===== config.mk =====
export PLATFORM = sky130hd
export DESIGN_NAME = ssw_exec
export DESIGN_NICKNAME = d
export VERILOG_FILES = /design/src/rtl/ssw_pkg.sv /design/src/rtl/ssw_exec.sv
export SDC_FILE = /design/constraint.sdc
export NUM_CORES = 1
export LEC_CHECK = 0
export BUFFER_PORTS_ARGS = -buffer_cell sky130_fd_sc_hd__buf_2
export CORE_AREA = 2 2 346 348
export DETAILED_ROUTE_END_ITERATION = 6
export DIE_AREA = 0 0 348 350
export GPL_TIMING_DRIVEN = 1
export SLEW_MARGIN = 20
export SYNTH_ARGS = -nofsm -noshare
export SYNTH_HDL_FRONTEND = slang
export SYNTH_SLANG_ARGS = --single-unit
export TNS_END_PERCENT = 1

===== constraint.sdc =====
create_clock -name ref_clk_in -period 9.35 [get_ports ref_clk_in]
set_input_delay 0.935 -clock ref_clk_in [delete_from_list [all_inputs] [get_ports ref_clk_in]]
set_output_delay 0.935 -clock ref_clk_in [all_outputs]
set_load 0.02 [all_outputs]

===== src/rtl/ssw_pkg.sv =====
// Package for the subtract and word-store decode and execute block
package ssw_pkg;
	localparam logic [5:0] OP_MAJOR_FP = 6'h15;
	localparam logic [7:0] FN_FP_SUB = 8'h70;
	localparam logic [5:0] OP_MAJOR_A = 6'h00;
	localparam logic [9:0] FN_TRAP_SUB = 10'h190;
	localparam logic [9:0] FN_WRAP_SUB = 10'h1D0;
	localparam logic [5:0] OP_STORE_WORD = 6'h3E;
	localparam logic [5:0] OP_MAJOR_C = 6'h18;
	localparam logic [3:0] SUB_ENH_STORE = 4'hA;
	localparam logic [2:0] SUB_USER_STORE = 3'h7;
	localparam logic [5:0] OP_FP_STORE = 6'h26;
	localparam logic [5:0] OP_MAJOR_B = 6'h08;
	localparam logic [3:0] SUB_COP2_STORE = 4'h8;
	localparam logic [1:0] FMT_SINGLE = 2'h0;
	localparam logic [1:0] FMT_DOUBLE = 2'h1;
	localparam logic [1:0] FMT_PAIRED = 2'h2;
	localparam logic [2:0] BE_SEL_FLIP = 3'h4;
	localparam logic [1:0] SEG_MAPPED_USER_KERNEL_MODE = 2'h1;
	localparam logic [1:0] SEG_MAPPED_USER_SUPER_MODE = 2'h2;
	localparam logic [1:0] SEG_UNMAPPED_USER_MODE = 2'h3;

	typedef enum logic [3:0] {
		SSW_OP_NONE = 4'h0,
		SSW_OP_FSUB = 4'h1,
		SSW_OP_TSUB = 4'h2,
		SSW_OP_WSUB = 4'h3,
		SSW_OP_SW = 4'h4,
		SSW_OP_SWU = 4'h5,
		SSW_OP_SWF = 4'h6,
		SSW_OP_COP2_STORE_WORD = 4'h7
	} ssw_op_t;

	typedef enum logic [3:0] {
		SSW_EXC_NONE = 4'h0,
		SSW_EXC_OVERFLOW = 4'h1,
		SSW_EXC_ADDR_ERR = 4'h2,
		SSW_EXC_RESERVED = 4'h3,
		SSW_EXC_COP_UNUSABLE = 4'h4,
		SSW_EXC_TLB_REFILL = 4'h5,
		SSW_EXC_TLB_INVALID = 4'h6,
		SSW_EXC_TLB_MODIFIED = 4'h7,
		SSW_EXC_BUS_ERR = 4'h8,
		SSW_EXC_WATCH = 4'h9,
		SSW_EXC_FPU = 4'hA
	} ssw_exc_t;

	// Instruction presented by issue together with operands
	typedef struct packed {
		logic [31:0] word;
		logic [63:0] gpr_a;
		logic [63:0] gpr_b;
		logic [63:0] fpr_val;
		logic [63:0] cop2_val;
	} ssw_issue_t;

	// Request to translation
	typedef struct packed {
		logic [63:0] vaddr;
		logic user_map;
	} ssw_xlate_req_t;

	// Answer from translation, same cycle
	typedef struct packed {
		logic [47:0] paddr;
		logic [2:0] cca;
		logic [1:0] seg_mode;
		logic refill;
		logic invalid;
		logic modified;
		logic bus_err;
		logic watch;
	} ssw_xlate_rsp_t;

	// Store presented to memory
	typedef struct packed {
		logic [47:0] paddr;
		logic [63:0] vaddr;
		logic [63:0] data;
		logic [7:0] byte_en;
		logic [2:0] cca;
	} ssw_store_t;

	// Result for the register file
	typedef struct packed {
		logic gpr_we;
		logic fpr_we;
		logic [4:0] dest;
		logic [1:0] fmt;
		logic [63:0] value;
	} ssw_wb_t;

	// Request to the floating-point arithmetic unit
	typedef struct packed {
		logic [1:0] fmt;
		logic [63:0] minuend;
		logic [63:0] subtrahend;
		logic [1:0] round_mode;
	} ssw_fp_req_t;

	// Flags returned by the arithmetic unit
	typedef struct packed {
		logic inexact;
		logic overflow;
		logic underflow;
		logic invalid;
		logic unimpl;
	} ssw_fp_flags_t;
endpackage


===== src/rtl/ssw_exec.sv =====
// Decode and execute of the subtract and word-store group
//
`timescale 1ns/1ps
`default_nettype none
module ssw_exec #(
	parameter bit RELEASE_SIX = 1'b1,
	parameter bit MISALIGN_OK = 1'b1,
	parameter int PADDR_W = 48
) (
	// Clock and reset
	input wire logic ref_clk_in,
	input wire logic arst_n_in,
	// Issue
	input wire logic issue_valid_in,
	input wire ssw_pkg::ssw_issue_t issue_in,
	// Core state
	input wire logic kernel_mode_in,
	input wire logic fpu_usable_in,
	input wire logic cop2_usable_in,
	input wire logic enhanced_vaddr_present_in,
	input wire logic big_endian_flag_in,
	input wire logic reversed_endian_flag_in,
	input wire logic [1:0] fp_control_status_rm_in,
	// Translation
	output ssw_pkg::ssw_xlate_req_t xlate_req_out,
	input wire ssw_pkg::ssw_xlate_rsp_t xlate_rsp_in,
	// Floating-point arithmetic
	output ssw_pkg::ssw_fp_req_t fp_req_out,
	input wire logic [63:0] fp_result_in,
	input wire ssw_pkg::ssw_fp_flags_t fp_flags_in,
	// Memory store
	output logic store_valid_out,
	output ssw_pkg::ssw_store_t store_out,
	// Writeback and exception
	output ssw_pkg::ssw_wb_t wb_out,
	output logic exc_valid_out,
	output ssw_pkg::ssw_exc_t exc_code_out,
	output ssw_pkg::ssw_fp_flags_t exc_fp_flags_out,
	output ssw_pkg::ssw_op_t op_out
);
	import ssw_pkg::*;

	// The physical address slices below are fixed at a 48-bit answer
	if (PADDR_W != 48) begin : g_paddr_check
		$error("ssw_exec: PADDR_W must be 48");
	end

	function automatic logic [63:0] sext32(input logic [31:0] v);
		sext32 = {{32{v[31]}}, v};
	endfunction

	function automatic logic [63:0] lane_word(input logic [31:0] v, input logic [2:0] sel);
		lane_word = {32'h0, v} << {sel, 3'h0};
	endfunction

	// Big-endian lanes and reversed-endian addresses flip the same bit
	function automatic logic [2:0] endian_flip(input logic flag);
		endian_flip = flag ? BE_SEL_FLIP : 3'h0;
	endfunction

	// Every word store shares the address, lane and exception paths
	function automatic logic is_store_op(input ssw_op_t o);
		is_store_op = (o == SSW_OP_SW) || (o == SSW_OP_SWU)
			|| (o == SSW_OP_SWF) || (o == SSW_OP_COP2_STORE_WORD);
	endfunction

	logic [31:0] w;
	ssw_op_t op;
	logic [63:0] disp;
	logic [63:0] vaddr;
	logic [31:0] src_word;
	logic [32:0] diff33;
	logic ovf;
	logic [2:0] bytesel;
	logic enh_seg;
	ssw_exc_t exc;
	logic is_store;

	assign w = issue_in.word;

	// Decode; operands gpr_a is register field 25..21, gpr_b field 20..16
	always_comb begin
		op = SSW_OP_NONE;
		if (issue_valid_in) begin
			if (w[31:26] == OP_MAJOR_FP && w[7:0] == FN_FP_SUB && !w[10]) begin
				op = SSW_OP_FSUB;
			end else if (w[31:26] == OP_MAJOR_A && w[9:0] == FN_TRAP_SUB) begin
				op = SSW_OP_TSUB;
			end else if (w[31:26] == OP_MAJOR_A && w[9:0] == FN_WRAP_SUB) begin
				op = SSW_OP_WSUB;
			end else if (w[31:26] == OP_STORE_WORD) begin
				op = SSW_OP_SW;
			end else if (w[31:26] == OP_MAJOR_C && w[15:12] == SUB_ENH_STORE
				&& w[11:9] == SUB_USER_STORE) begin
				op = SSW_OP_SWU;
			end else if (w[31:26] == OP_FP_STORE) begin
				op = SSW_OP_SWF;
			end else if (w[31:26] == OP_MAJOR_B && w[15:12] == SUB_COP2_STORE && !w[11]) begin
				op = SSW_OP_COP2_STORE_WORD;
			end
		end
	end

	assign is_store = is_store_op(op);

	// Displacement width by instruction
	always_comb begin
		unique case (op)
			SSW_OP_SWU: disp = {{55{w[8]}}, w[8:0]};
			SSW_OP_COP2_STORE_WORD: disp = {{53{w[10]}}, w[10:0]};
			default: disp = {{48{w[15]}}, w[15:0]};
		endcase
	end

	// Base register is the 20..16 field
	assign vaddr = 64'(issue_in.gpr_b + disp);

	always_comb begin
		unique case (op)
			SSW_OP_SWF: src_word = issue_in.fpr_val[31:0];
			SSW_OP_COP2_STORE_WORD: src_word = issue_in.cop2_val[31:0];
			default: src_word = issue_in.gpr_a[31:0];
		endcase
	end

	// Minuend is the 20..16 field, subtrahend 25..21; high bits assumed sign copies
	assign diff33 = {issue_in.gpr_b[31], issue_in.gpr_b[31:0]}
		- {issue_in.gpr_a[31], issue_in.gpr_a[31:0]};
	assign ovf = diff33[32] != diff33[31];

	assign bytesel = vaddr[2:0] ^ endian_flip(big_endian_flag_in);
	assign enh_seg = (xlate_rsp_in.seg_mode == SEG_MAPPED_USER_KERNEL_MODE) || (xlate_rsp_in.seg_mode == SEG_MAPPED_USER_SUPER_MODE)
		|| (xlate_rsp_in.seg_mode == SEG_UNMAPPED_USER_MODE);

	// Translation request; user mapping only for the user-space store
	assign xlate_req_out.vaddr = vaddr;
	assign xlate_req_out.user_map = (op == SSW_OP_SWU)
		&& (xlate_rsp_in.seg_mode == SEG_MAPPED_USER_KERNEL_MODE);

	assign fp_req_out.fmt = w[9:8];
	assign fp_req_out.minuend = issue_in.gpr_b;
	assign fp_req_out.subtrahend = issue_in.gpr_a;
	assign fp_req_out.round_mode = fp_control_status_rm_in;

	// Exception priority: decode faults, then address, then translation
	always_comb begin
		exc = SSW_EXC_NONE;
		unique case (op)
			SSW_OP_FSUB: begin
				if (!fpu_usable_in) begin
					exc = SSW_EXC_COP_UNUSABLE;
				end else if (RELEASE_SIX && w[9:8] == FMT_PAIRED) begin
					exc = SSW_EXC_RESERVED;
				end else if (w[9:8] != FMT_SINGLE && w[9:8] != FMT_DOUBLE
					&& w[9:8] != FMT_PAIRED) begin
					exc = SSW_EXC_RESERVED;
				end else if (|fp_flags_in) begin
					exc = SSW_EXC_FPU;
				end
			end
			SSW_OP_TSUB: begin
				if (ovf) begin
					exc = SSW_EXC_OVERFLOW;
				end
			end
			SSW_OP_WSUB: exc = SSW_EXC_NONE;
			SSW_OP_SW, SSW_OP_SWU, SSW_OP_SWF, SSW_OP_COP2_STORE_WORD: begin
				if (op == SSW_OP_SWU && (!enhanced_vaddr_present_in)) begin
					exc = SSW_EXC_RESERVED;
				end else if (op == SSW_OP_SWU && (!kernel_mode_in || !enh_seg)) begin
					exc = SSW_EXC_ADDR_ERR;
				end else if (op == SSW_OP_SWF && !fpu_usable_in) begin
					exc = SSW_EXC_COP_UNUSABLE;
				end else if (op == SSW_OP_COP2_STORE_WORD && !cop2_usable_in) begin
					exc = SSW_EXC_COP_UNUSABLE;
				end else if (|vaddr[1:0] && !(RELEASE_SIX && MISALIGN_OK)) begin
					exc = SSW_EXC_ADDR_ERR;
				end else if (xlate_rsp_in.refill) begin
					exc = SSW_EXC_TLB_REFILL;
				end else if (xlate_rsp_in.invalid) begin
					exc = SSW_EXC_TLB_INVALID;
				end else if (xlate_rsp_in.modified && op != SSW_OP_SWU) begin
					exc = SSW_EXC_TLB_MODIFIED;
				end else if (xlate_rsp_in.bus_err && op == SSW_OP_SWU) begin
					exc = SSW_EXC_BUS_ERR;
				end else if (xlate_rsp_in.watch) begin
					exc = SSW_EXC_WATCH;
				end
			end
			default: exc = SSW_EXC_NONE;
		endcase
	end

	// Flopped output fields; each concern has its own process
	logic [47:0] st_paddr;
	logic [63:0] st_vaddr;
	logic [63:0] st_data;
	logic [7:0] st_byte_en;
	logic [2:0] st_cca;
	logic wb_gpr_we;
	logic wb_fpr_we;
	logic [4:0] wb_dest;
	logic [1:0] wb_fmt;
	logic [63:0] wb_value;

	// Store and writeback outputs are assembled from the flops; the translation and fp requests stay combinational
	assign store_out = {st_paddr, st_vaddr, st_data, st_byte_en, st_cca};
	assign wb_out = {wb_gpr_we, wb_fpr_we, wb_dest, wb_fmt, wb_value};

	// A faulting store is dropped here, so memory never sees part of it
	always_ff @(posedge ref_clk_in or negedge arst_n_in) begin
		if (!arst_n_in) begin
			store_valid_out <= 1'b0;
		end else begin
			store_valid_out <= is_store && (exc == SSW_EXC_NONE);
		end
	end

	always_ff @(posedge ref_clk_in or negedge arst_n_in) begin
		if (!arst_n_in) begin
			st_vaddr <= '0;
		end else begin
			st_vaddr <= vaddr;
		end
	end

	// Reversed endianness moves the word to the other half of the doubleword
	always_ff @(posedge ref_clk_in or negedge arst_n_in) begin
		if (!arst_n_in) begin
			st_paddr <= '0;
		end else begin
			st_paddr <= {xlate_rsp_in.paddr[47:3],
				xlate_rsp_in.paddr[2:0] ^ endian_flip(reversed_endian_flag_in)};
		end
	end

	// Selectors above four push the upper bytes off the lane; a known limit
	always_ff @(posedge ref_clk_in or negedge arst_n_in) begin
		if (!arst_n_in) begin
			st_data <= '0;
		end else begin
			st_data <= lane_word(src_word, bytesel);
		end
	end

	always_ff @(posedge ref_clk_in or negedge arst_n_in) begin
		if (!arst_n_in) begin
			st_byte_en <= '0;
		end else begin
			st_byte_en <= 8'(8'h0F << bytesel);
		end
	end

	always_ff @(posedge ref_clk_in or negedge arst_n_in) begin
		if (!arst_n_in) begin
			st_cca <= '0;
		end else begin
			st_cca <= xlate_rsp_in.cca;
		end
	end

	// Writeback stage
	always_ff @(posedge ref_clk_in or negedge arst_n_in) begin
		if (!arst_n_in) begin
			wb_dest <= '0;
		end else begin
			wb_dest <= w[15:11];
		end
	end

	always_ff @(posedge ref_clk_in or negedge arst_n_in) begin
		if (!arst_n_in) begin
			wb_fmt <= '0;
		end else begin
			wb_fmt <= w[9:8];
		end
	end

	// An overflowing trap subtract must leave the destination untouched
	always_ff @(posedge ref_clk_in or negedge arst_n_in) begin
		if (!arst_n_in) begin
			wb_gpr_we <= 1'b0;
		end else begin
			wb_gpr_we <= (op == SSW_OP_WSUB)
				|| (op == SSW_OP_TSUB && !ovf);
		end
	end

	always_ff @(posedge ref_clk_in or negedge arst_n_in) begin
		if (!arst_n_in) begin
			wb_fpr_we <= 1'b0;
		end else begin
			wb_fpr_we <= (op == SSW_OP_FSUB) && (exc == SSW_EXC_NONE);
		end
	end

	// Integer results keep only the low word, its sign filling the top half; FSUB keeps all 64 unit bits
	always_ff @(posedge ref_clk_in or negedge arst_n_in) begin
		if (!arst_n_in) begin
			wb_value <= '0;
		end else begin
			wb_value <= (op == SSW_OP_FSUB) ? fp_result_in
				: sext32(diff33[31:0]);
		end
	end

	// Exception report stage
	always_ff @(posedge ref_clk_in or negedge arst_n_in) begin
		if (!arst_n_in) begin
			exc_valid_out <= 1'b0;
		end else begin
			exc_valid_out <= exc != SSW_EXC_NONE;
		end
	end

	always_ff @(posedge ref_clk_in or negedge arst_n_in) begin
		if (!arst_n_in) begin
			exc_code_out <= SSW_EXC_NONE;
		end else begin
			exc_code_out <= exc;
		end
	end

	// Flags of other instructions are masked so stale unit flags never leak
	always_ff @(posedge ref_clk_in or negedge arst_n_in) begin
		if (!arst_n_in) begin
			exc_fp_flags_out <= '0;
		end else begin
			exc_fp_flags_out <= (op == SSW_OP_FSUB) ? fp_flags_in : '0;
		end
	end

	always_ff @(posedge ref_clk_in or negedge arst_n_in) begin
		if (!arst_n_in) begin
			op_out <= SSW_OP_NONE;
		end else begin
			op_out <= op;
		end
	end
endmodule
`default_nettype wire


==> results of run 1 <==
==> cell usage after synthesis, types with 9 or more instances <==
library cell and n:
dfrtp_1 274, buf_4 149, nand2_1 123, a21oi_1 104, ha_1 96, nor2_1 87
o21ai_0 87, mux2i_1 65, inv_1 64, o21a_1 54, a21o_1 53, xnor2_1 48
xor2_1 44, clkbuf_1 31, and2_1 29, o22ai_1 27, o21ai_1 26, nand4_1 19
nand3_1 17, nor2b_1 17, nand2b_1 15, o21bai_1 14, nor3_1 13, o211ai_1 12
a31oi_1 11, buf_2 10, o22a_1 10, a22oi_1 9
==> registers in the layout (all words and copies together), names as in the netlist <==
name	cells
exc_valid_out	1
st_data	64
exc_fp_flags_out	5
st_paddr	48
st_byte_en	8
st_vaddr	64
exc_code_out	4
wb_gpr_we	1
st_cca	3
op_out	3
wb_fpr_we	1
wb_dest	5
wb_value	64
store_valid_out	1
wb_fmt	2
==> through the flow <==
step | util, % | hold slack, ns | power, mW
floorplan | - | 0.6394 | 2.379
global placement | 17.65 | 0.9354 | 3.046
detailed placement | 17.65 | 0.9459 | 3.054
CTS | 18.64 | 0.3004 | 4.524
global route | 18.65 | 0.3255 | 4.665
finish | 18.67 | 0.3133 | 4.439
==> critical path, cell delays in order <==
cell	delay (ns)
buf_2	0.12
nor4_4	0.64
nand4_1	0.16
or4b_1	0.78
o311ai_4	0.24
inv_2	0.11
nand2_2	0.16
a211oi_4	0.08
nor2b_4	0.18
buf_4	0.49
ha_1	0.43
a21oi_1	0.24
o22ai_1	0.11
o41ai_1	0.61
o22ai_1	0.30
nand3b_1	0.39
a21oi_2	0.36
o41ai_2	0.13
a21o_1	0.18
a21oi_1	0.24
buf_4	0.19
xnor2_1	0.15
buf_2	0.21
==> area by class of cell <==
cell class / instances / area (um2) / area share [%]
diodes: 10 / 25.02 / 0.1138
clock buffers: 43 / 967.2 / 4.400
clock inverters: 15 / 201.4 / 0.9164
inverters: 67 / 251.5 / 1.144
multi-input cells: 1110 / 7849 / 35.71
flip-flops and latches: 274 / 6857 / 31.19
well taps: 1536 / 1922 / 8.743
repair buffers: 769 / 3909 / 17.78
==> worst paths after layout <==
check | to | slack [ns] | cells past startpoint
worst min-delay path | st_byte_en[5] | 0.31 | 1
max in group asynchronous | st_vaddr[16] | 7.57 | 2
worst max-delay path | xlate_req_out[64] | 0.91 | 23
min in group ref_clk_in | st_paddr[4] | 0.46 | 1
==> routing by layer <==
metal	GRT usage (%)	routed length (um)
met1	17.60	37290
met2	22.24	40250
met3	3.455	6640
met4	4.585	2772
met5	0	121
==> power by group through the flow <==
stage / Sequential [mW] / Clock, mW / Combinational (mW)
floorplan: 1.71 / 0 / 0.673
global placement: 1.44 / 0 / 1.60
detailed placement: 1.45 / 0 / 1.61
CTS: 1.43 / 1.48 / 1.61
global route: 1.45 / 1.52 / 1.70
finish: 1.43 / 1.43 / 1.59
==> cell families (layout without fill, tap and decap cells) <==
family | after synthesis | count (layout)
mux | 69 | 69
xor+xnor | 92 | 92
other cells | 1 | 11
buf+inv | 269 | 894
flops | 274 | 274
fa+ha+maj | 98 | 98
compound gates | 479 | 479
simple gates | 371 | 371
==> impl_metrics.ini, run 1 <==
[placement]
gp_congestion = 0.9335
dp_slack_ns = 0.6733
dpl_cell_area_um2 = 20790
dpl.hpwl_um = 72980
port_buffers = 754
dp.cells = 3756

[worst_setup_path]
setup.worst_path.end_class = primary output
crit_path_start_kind = input port
crit_arrival_ns = 7.50
worstPathMaxFanout = 47
startpoint = issue_in[256]
required_ns = 8.42
path_class = input port to primary output

[sta]
fin_setup_tns_ns = 0
setup_viol = 0
period_share_pct = 90.27
maxSlewViolCount = 0
post-route-min-period_ns = 8.440
slew_headroom_pct = 27.28
rsz0062_at_grt = no
tightest_slew_ns = 1.084
setup_slack_ns = 0.9101
max_freq_mhz = 118.5
hold_violations = 0

[floorplanning]
die-area_um2 = 121800
io_pins = 898
core_um2 = 117800
chipHeight_um = 350
fp-row-count = 126
die_x_um = 348
start_util_pct = 13.83

[routing]
drtIter0Drc = 967
remaining_drc_errors = 0
routed-via-count = 15130
dr.pass1.iters = 5
via_per_inst = 3.958
drt-wirelength-per-cell_um = 22.77
drtAntennaViolNets = 0
wirelength_um = 87080

[synth]
synth_fp_nets = 2177
synth_top_area_share_pct = 42.11
ys.flop_type = dfrtp_1
yosys.area_share.xor_xnor_pct = 4.949
synth_area_per_cell_um2 = 9.851
synth_cell_types = 93
yosys_warnings = 0
ys_top_cells_by_area = dfrtp_1, ha_1, buf_4, mux2i_1, a21oi_1
synth-edff-count = 0
synth_top_family_by_area = compound AO/OA/AOI/OAI gates
synth_area_um2 = 16280
synth-adder-area-share_pct = 7.623
synth-simple-area-share_pct = 11.50
async_flop_share_pct = 100.0
synth_area_leader_cell = dfrtp_1
synth_compound_area_share_pct = 19.70
ys_ff_latch = 274
yosysSeqAreaShare_pct = 42.11
synthMuxAreaShare_pct = 4.272
netlist_instances = 1653

[power_and_ir_drop]
p_seq_share_pct = 32.1
power_frac_comb_pct = 35.7
p_sw_mw = 1.742
max-vdd-ir-drop_v = 0.0001580
leakagePower_nw = 10.93
power_density_nw_per_um2 = 201.9
power.share.switching_pct = 39.24
clkPwrFrac_pct = 32.1
internal_power_mw = 2.697

[finish]
drive_above_1_share_pct = 38.67
area_growth_pct = 34.99
instances_no_fill = 3824
layout_common_cells = buf_2, dfrtp_1, nand2_1, a21oi_1, ha_1
final_common_cell = buf_2
nNetsFinal = 2782
final_area_um2 = 21980
fill_cells = 13200

[clock_tree]
cts_resized = 0
hold_buffers = 0
clkTransAtPathRegs_ns = 0.06
cts_htree_levels = 2
cts_tree = yes
postCtsSetupRepairBufs = 0
clockBufferDepth = 3
cts_buffers = 36
clkSinkCount = 274
cts-root-buf = clkbuf_16

[global_route]
gr-usage-all-layers_pct = 13.68
antenna_found_initial = 28
grt_pass1_vias = 14870
grt_max_degree = 137
grt_overflow_total = 0
grt_pass1_wl_um = 116200

[min_path]
hold_class = input port to asynchronous set/reset pin

[status]
status = finished, final reports clean

[flow_run]
drv_cap = 0
No activity file was read; power rests on OpenSTA's default activity.
==> inputs of run 2 (changes only) <==
- BUFFER_PORTS_ARGS: -buffer_cell sky130_fd_sc_hd__buf_2 -> -buffer_cell sky130_fd_sc_hd__buf_4
==> impl_metrics.ini, run 2 (synthesis gave the netlist of run 1 again) <==
[placement]
dp_slack_ns = 0.5713
dpl.hpwl_um = 74010
dpl_cell_area_um2 = 22660
port_buffers = 754
gp_congestion = 0.8936

[sta]
post-route-min-period_ns = 8.581
hold_ws_ns = 0.3456
slew_headroom_pct = 27.40
maxSlewViolCount = 0
setup_viol = 0
rsz0062_at_grt = no
fin_setup_tns_ns = 0
period_share_pct = 91.77
tightest_slew_ns = 1.081
max_freq_mhz = 116.5
setup_slack_ns = 0.7691
hold_violations = 0

[worst_setup_path]
crit_path_start_kind = input port
crit_arrival_ns = 7.65
required_ns = 8.42
worstPathMaxFanout = 47
path_class = input port to primary output
startpoint = issue_in[256]
setup.worst_path.end_class = primary output

[clock_tree]
cts_resized = 0
clkTransAtPathRegs_ns = 0.06
cts-root-buf = clkbuf_16
clkSinkCount = 274
cts_tree = yes
postCtsSetupRepairBufs = 0
clockBufferDepth = 3
cts_htree_levels = 2
cts_buffers = 37
hold_buffers = 0

[finish]
layout_common_cells = buf_4, dfrtp_1, nand2_1, a21oi_1, ha_1
final_area_um2 = 23840
final_common_cell = buf_4
drive_above_1_share_pct = 38.52
area_growth_pct = 46.40
reg.largest.list = st_data x64, st_vaddr x64, wb_value x64
nNetsFinal = 2781

[power_and_ir_drop]
leakagePower_nw = 11.51
max-vdd-ir-drop_v = 0.0001237
power_density_nw_per_um2 = 194.3

[routing]
drtIter0Drc = 914
dr.pass1.iters = 5
drt-wirelength-per-cell_um = 23.03
remaining_drc_errors = 0
routed-via-count = 15200
wirelength_um = 88110
via_per_inst = 3.972
drtAntennaViolNets = 0

[min_path]
hold_class = input port to asynchronous set/reset pin

[global_route]
antenna_found_initial = 19
grt_pass1_vias = 14930
grt_pass1_wl_um = 117300
gr-usage-all-layers_pct = 13.78
grt_max_degree = 137
grt_overflow_total = 0

[floorplanning]
chipHeight_um = 350
core_um2 = 117800
io_pins = 898
fp-row-count = 126
start_util_pct = 13.83
die-area_um2 = 121800
die_x_um = 348

[status]
status = finished, final reports clean

[flow_run]
drv_cap = 0
==> run 2: cell count changes in the layout (fill, tap and decap cells not counted), sizes merged <==
cell      change
clkinvlp      +1
bufinv        -1
clkbuf        +7
inv           -1
buf           -2
diode         -2
==> run 2: layout make-up <==
type	instances	area (um2)
clock buffers	50	1015
fillers	12910	93930
repair buffers	767	5778
inverters	67	251.5
clock inverters	14	147.6
flip-flops and latches	274	6857
multi-input cells	1110	7849
diodes	8	20.02
well taps	1536	1922
==> run 2: routing by layer <==
metal	vias up	wire (um)	GRT usage [%]
met3	147	6126	3.285
met2	690	41390	22.80
met5	-	86	0
li1	6947	-	-
met1	7397	38000	17.62
met4	14	2513	4.364
==> run 2: worst paths after layout <==
kind                                      to
setup / recovery           xlate_req_out[64]
hold / removal                 st_byte_en[5]
max in group asynchronous       st_vaddr[17]
min in group ref_clk_in         st_paddr[38]
==> run 2: report_power, final <==
group,internal [mW],switching [mW]
registers,1.38,0.0604
logic,0.685,1.11
clock network,0.820,0.583
==> run 2: stage by stage <==
step                      instances  power [mW]  util (%)
after floorplan                1653       2.379         -
after global routing           3820       4.856     20.23
after detailed placement       3754       3.269     19.24
final                          3826       4.632     20.24
after global placement         3754       3.264     19.24
after CTS                      3818       4.718     20.23
==> run 2: critical path, stage by stage <==
cell and delay [ns]:
buf_4 0.13, nor4_4 0.61, nand4_1 0.16, or4b_1 0.79
o311ai_4 0.24, inv_2 0.12, nand2_2 0.16, a211oi_4 0.08
nor2b_4 0.17, buf_4 0.50, ha_1 0.44, a21oi_1 0.21
o22ai_1 0.11, o41ai_1 0.69, o22ai_1 0.29, nand3b_1 0.39
a21oi_2 0.36, o41ai_2 0.14, a21o_1 0.18, a21oi_1 0.35
buf_4 0.20, xnor2_1 0.16, buf_4 0.19
==> inputs of run 3 (changes only) <==
- REMOVE_ABC_BUFFERS: not set -> 1
- SETUP_SLACK_MARGIN: not set -> 0.05
==> impl_metrics.ini, run 3 (synthesis gave the netlist of run 1 again) <==
[clock_tree]
cts_buffers = 36
clockBufferDepth = 3
clkTransAtPathRegs_ns = 0.05
cts_resized = 0
clkSinkCount = 274
cts-root-buf = clkbuf_16
postCtsSetupRepairBufs = 0
cts_tree = yes
hold_buffers = 0
cts_htree_levels = 2

[finish]
drive_above_1_share_pct = 38.43
fill_cells = 12910
register_area_um2 = 6857
area_growth_pct = 46.92
nNetsFinal = 2778
layout_common_cells = buf_4, dfrtp_1, nand2_1, a21oi_1, ha_1
final_common_cell = buf_4
multi_input_area_um2 = 7849
reg.largest.list = st_data x64, st_vaddr x64, wb_value x64

[global_route]
gr-usage-all-layers_pct = 13.57
grt_overflow_total = 0
grt_pass1_vias = 15080
antenna_found_initial = 20
grt_max_degree = 130
grt_pass1_wl_um = 116200

[routing]
remaining_drc_errors = 0
wl_met2_um = 38250
routed-via-count = 15030
highest_layer = met5
via_per_inst = 3.931
drt-wirelength-per-cell_um = 22.63
dr_wl_met3_um = 6926
drtIter0Drc = 1042
dr.pass1.iters = 4
wl_met1_um = 39170
drtAntennaViolNets = 0
wirelength_um = 86480

[worst_setup_path]
setup.worst_path.end_class = primary output
worst_path_max_delay_cell = or4b_1
crit_buf_inv = 4
crit_arrival_ns = 7.12
path_class = input port to primary output
path_common_cell = buf_4
crit_path_start_kind = input port
crit_family = compound AO/OA/AOI/OAI gates
path_cells = buf_4 > nor4_4 > nand4_1 > or4b_1 > o311ai_4 > inv_2 > nand2_2 > a211oi_4 > nor2b_4 > buf_4 > ha_1 > a21o_1 > a21o_1 > a2111oi_2 > o311ai_0 > a31oi_1 > o21ai_2 > a21boi_0 > o21ai_0 > xor2_1 > buf_4
slowest_delay_ns = 0.78
required_ns = 8.42
worstPathMaxFanout = 37

[floorplanning]
die_x_um = 348
die-area_um2 = 121800
core_um2 = 117800
chipHeight_um = 350
io_pins = 898
fp-row-count = 126
start_util_pct = 13.83

[power_and_ir_drop]
leakagePower_nw = 11.54
power_density_nw_per_um2 = 198.0
max-vdd-ir-drop_v = 0.0001356
total_power_mw = 4.737

[sta]
max_freq_mhz = 124.1
hold_violations = 0
period_share_pct = 86.19
setup_viol = 0
rsz0062_at_grt = no
maxSlewViolCount = 0
slew_headroom_pct = 32.90
tightest_slew_ns = 1.000
fin_setup_tns_ns = 0
post-route-min-period_ns = 8.059

[min_path]
hold_class = input port to asynchronous set/reset pin

[placement]
port_buffers = 754
gp_congestion = 0.8710
dpl.hpwl_um = 72350

[flow_run]
drv_cap = 0

[status]
status = finished, final reports clean
[run 3: cell count changes in the layout (fill, tap and decap cells not counted), sizes merged, moves of 2 or more]
cell    previous run  this run
bufinv             2         8
clkinv             6         3
buf              767       765
clkbuf            50        46
[run 3: how the worst max path moves through the flow]
| stage | endpoint | cells after the start | slack (ns) | start |
|---|---|---|---|---|
| 2_1_floorplan | xlate_req_out[61] | 19 | 2.21 | issue_in[256] |
| 3_3_place_gp | xlate_req_out[63] | 22 | 1.37 | issue_in[256] |
| 3_5_place_dp | xlate_req_out[51] | 21 | 1.34 | issue_in[256] |
| 4_1_cts | xlate_req_out[51] | 21 | 1.30 | issue_in[256] |
| 5_1_grt | xlate_req_out[63] | 22 | 0.86 | issue_in[256] |
| 6_report | xlate_req_out[51] | 21 | 1.29 | issue_in[256] |
[run 3: layout make-up]
type / count / area share [%]
clock inverter: 15 / 1.255
inverter: 67 / 1.051
tap: 1536 / 8.033
clock buffer: 46 / 4.006
multi-input combinational: 1110 / 32.81
sequential: 274 / 28.66
timing repair buffer: 765 / 24.09
antenna: 9 / 0.09414
[run 3: stage by stage]
stage / worst slack (ns) / hold slack, ns / util (%) / cells / cell area (um2)
finish: 1.291 / 0.3315 / 20.31 / 3822 / 23920
global route: 0.8563 / 0.3595 / 20.30 / 3817 / 23910
CTS: 1.298 / 0.3354 / 20.29 / 3813 / 23900
detailed placement: 1.335 / 0.9720 / 19.23 / 3752 / 22640
global placement: 1.375 / 0.9716 / 19.23 / 3752 / 22640
floorplan: 2.210 / 0.6394 / - / 1451 / 14930
[run 3: report_power, final]
group          leakage, nW  switching (mW)  internal, mW
sequential            3.33          0.0598          1.38
clock                0.609           0.583         0.947
combinational         7.61            1.09         0.682
[run 3: routing by layer]
layer | up-vias | GRT usage (%)
met5 | - | 0.4710
met4 | 14 | 3.949
met3 | 87 | 3.939
met2 | 721 | 20.71
met1 | 7295 | 18.41
li1 | 6909 | -
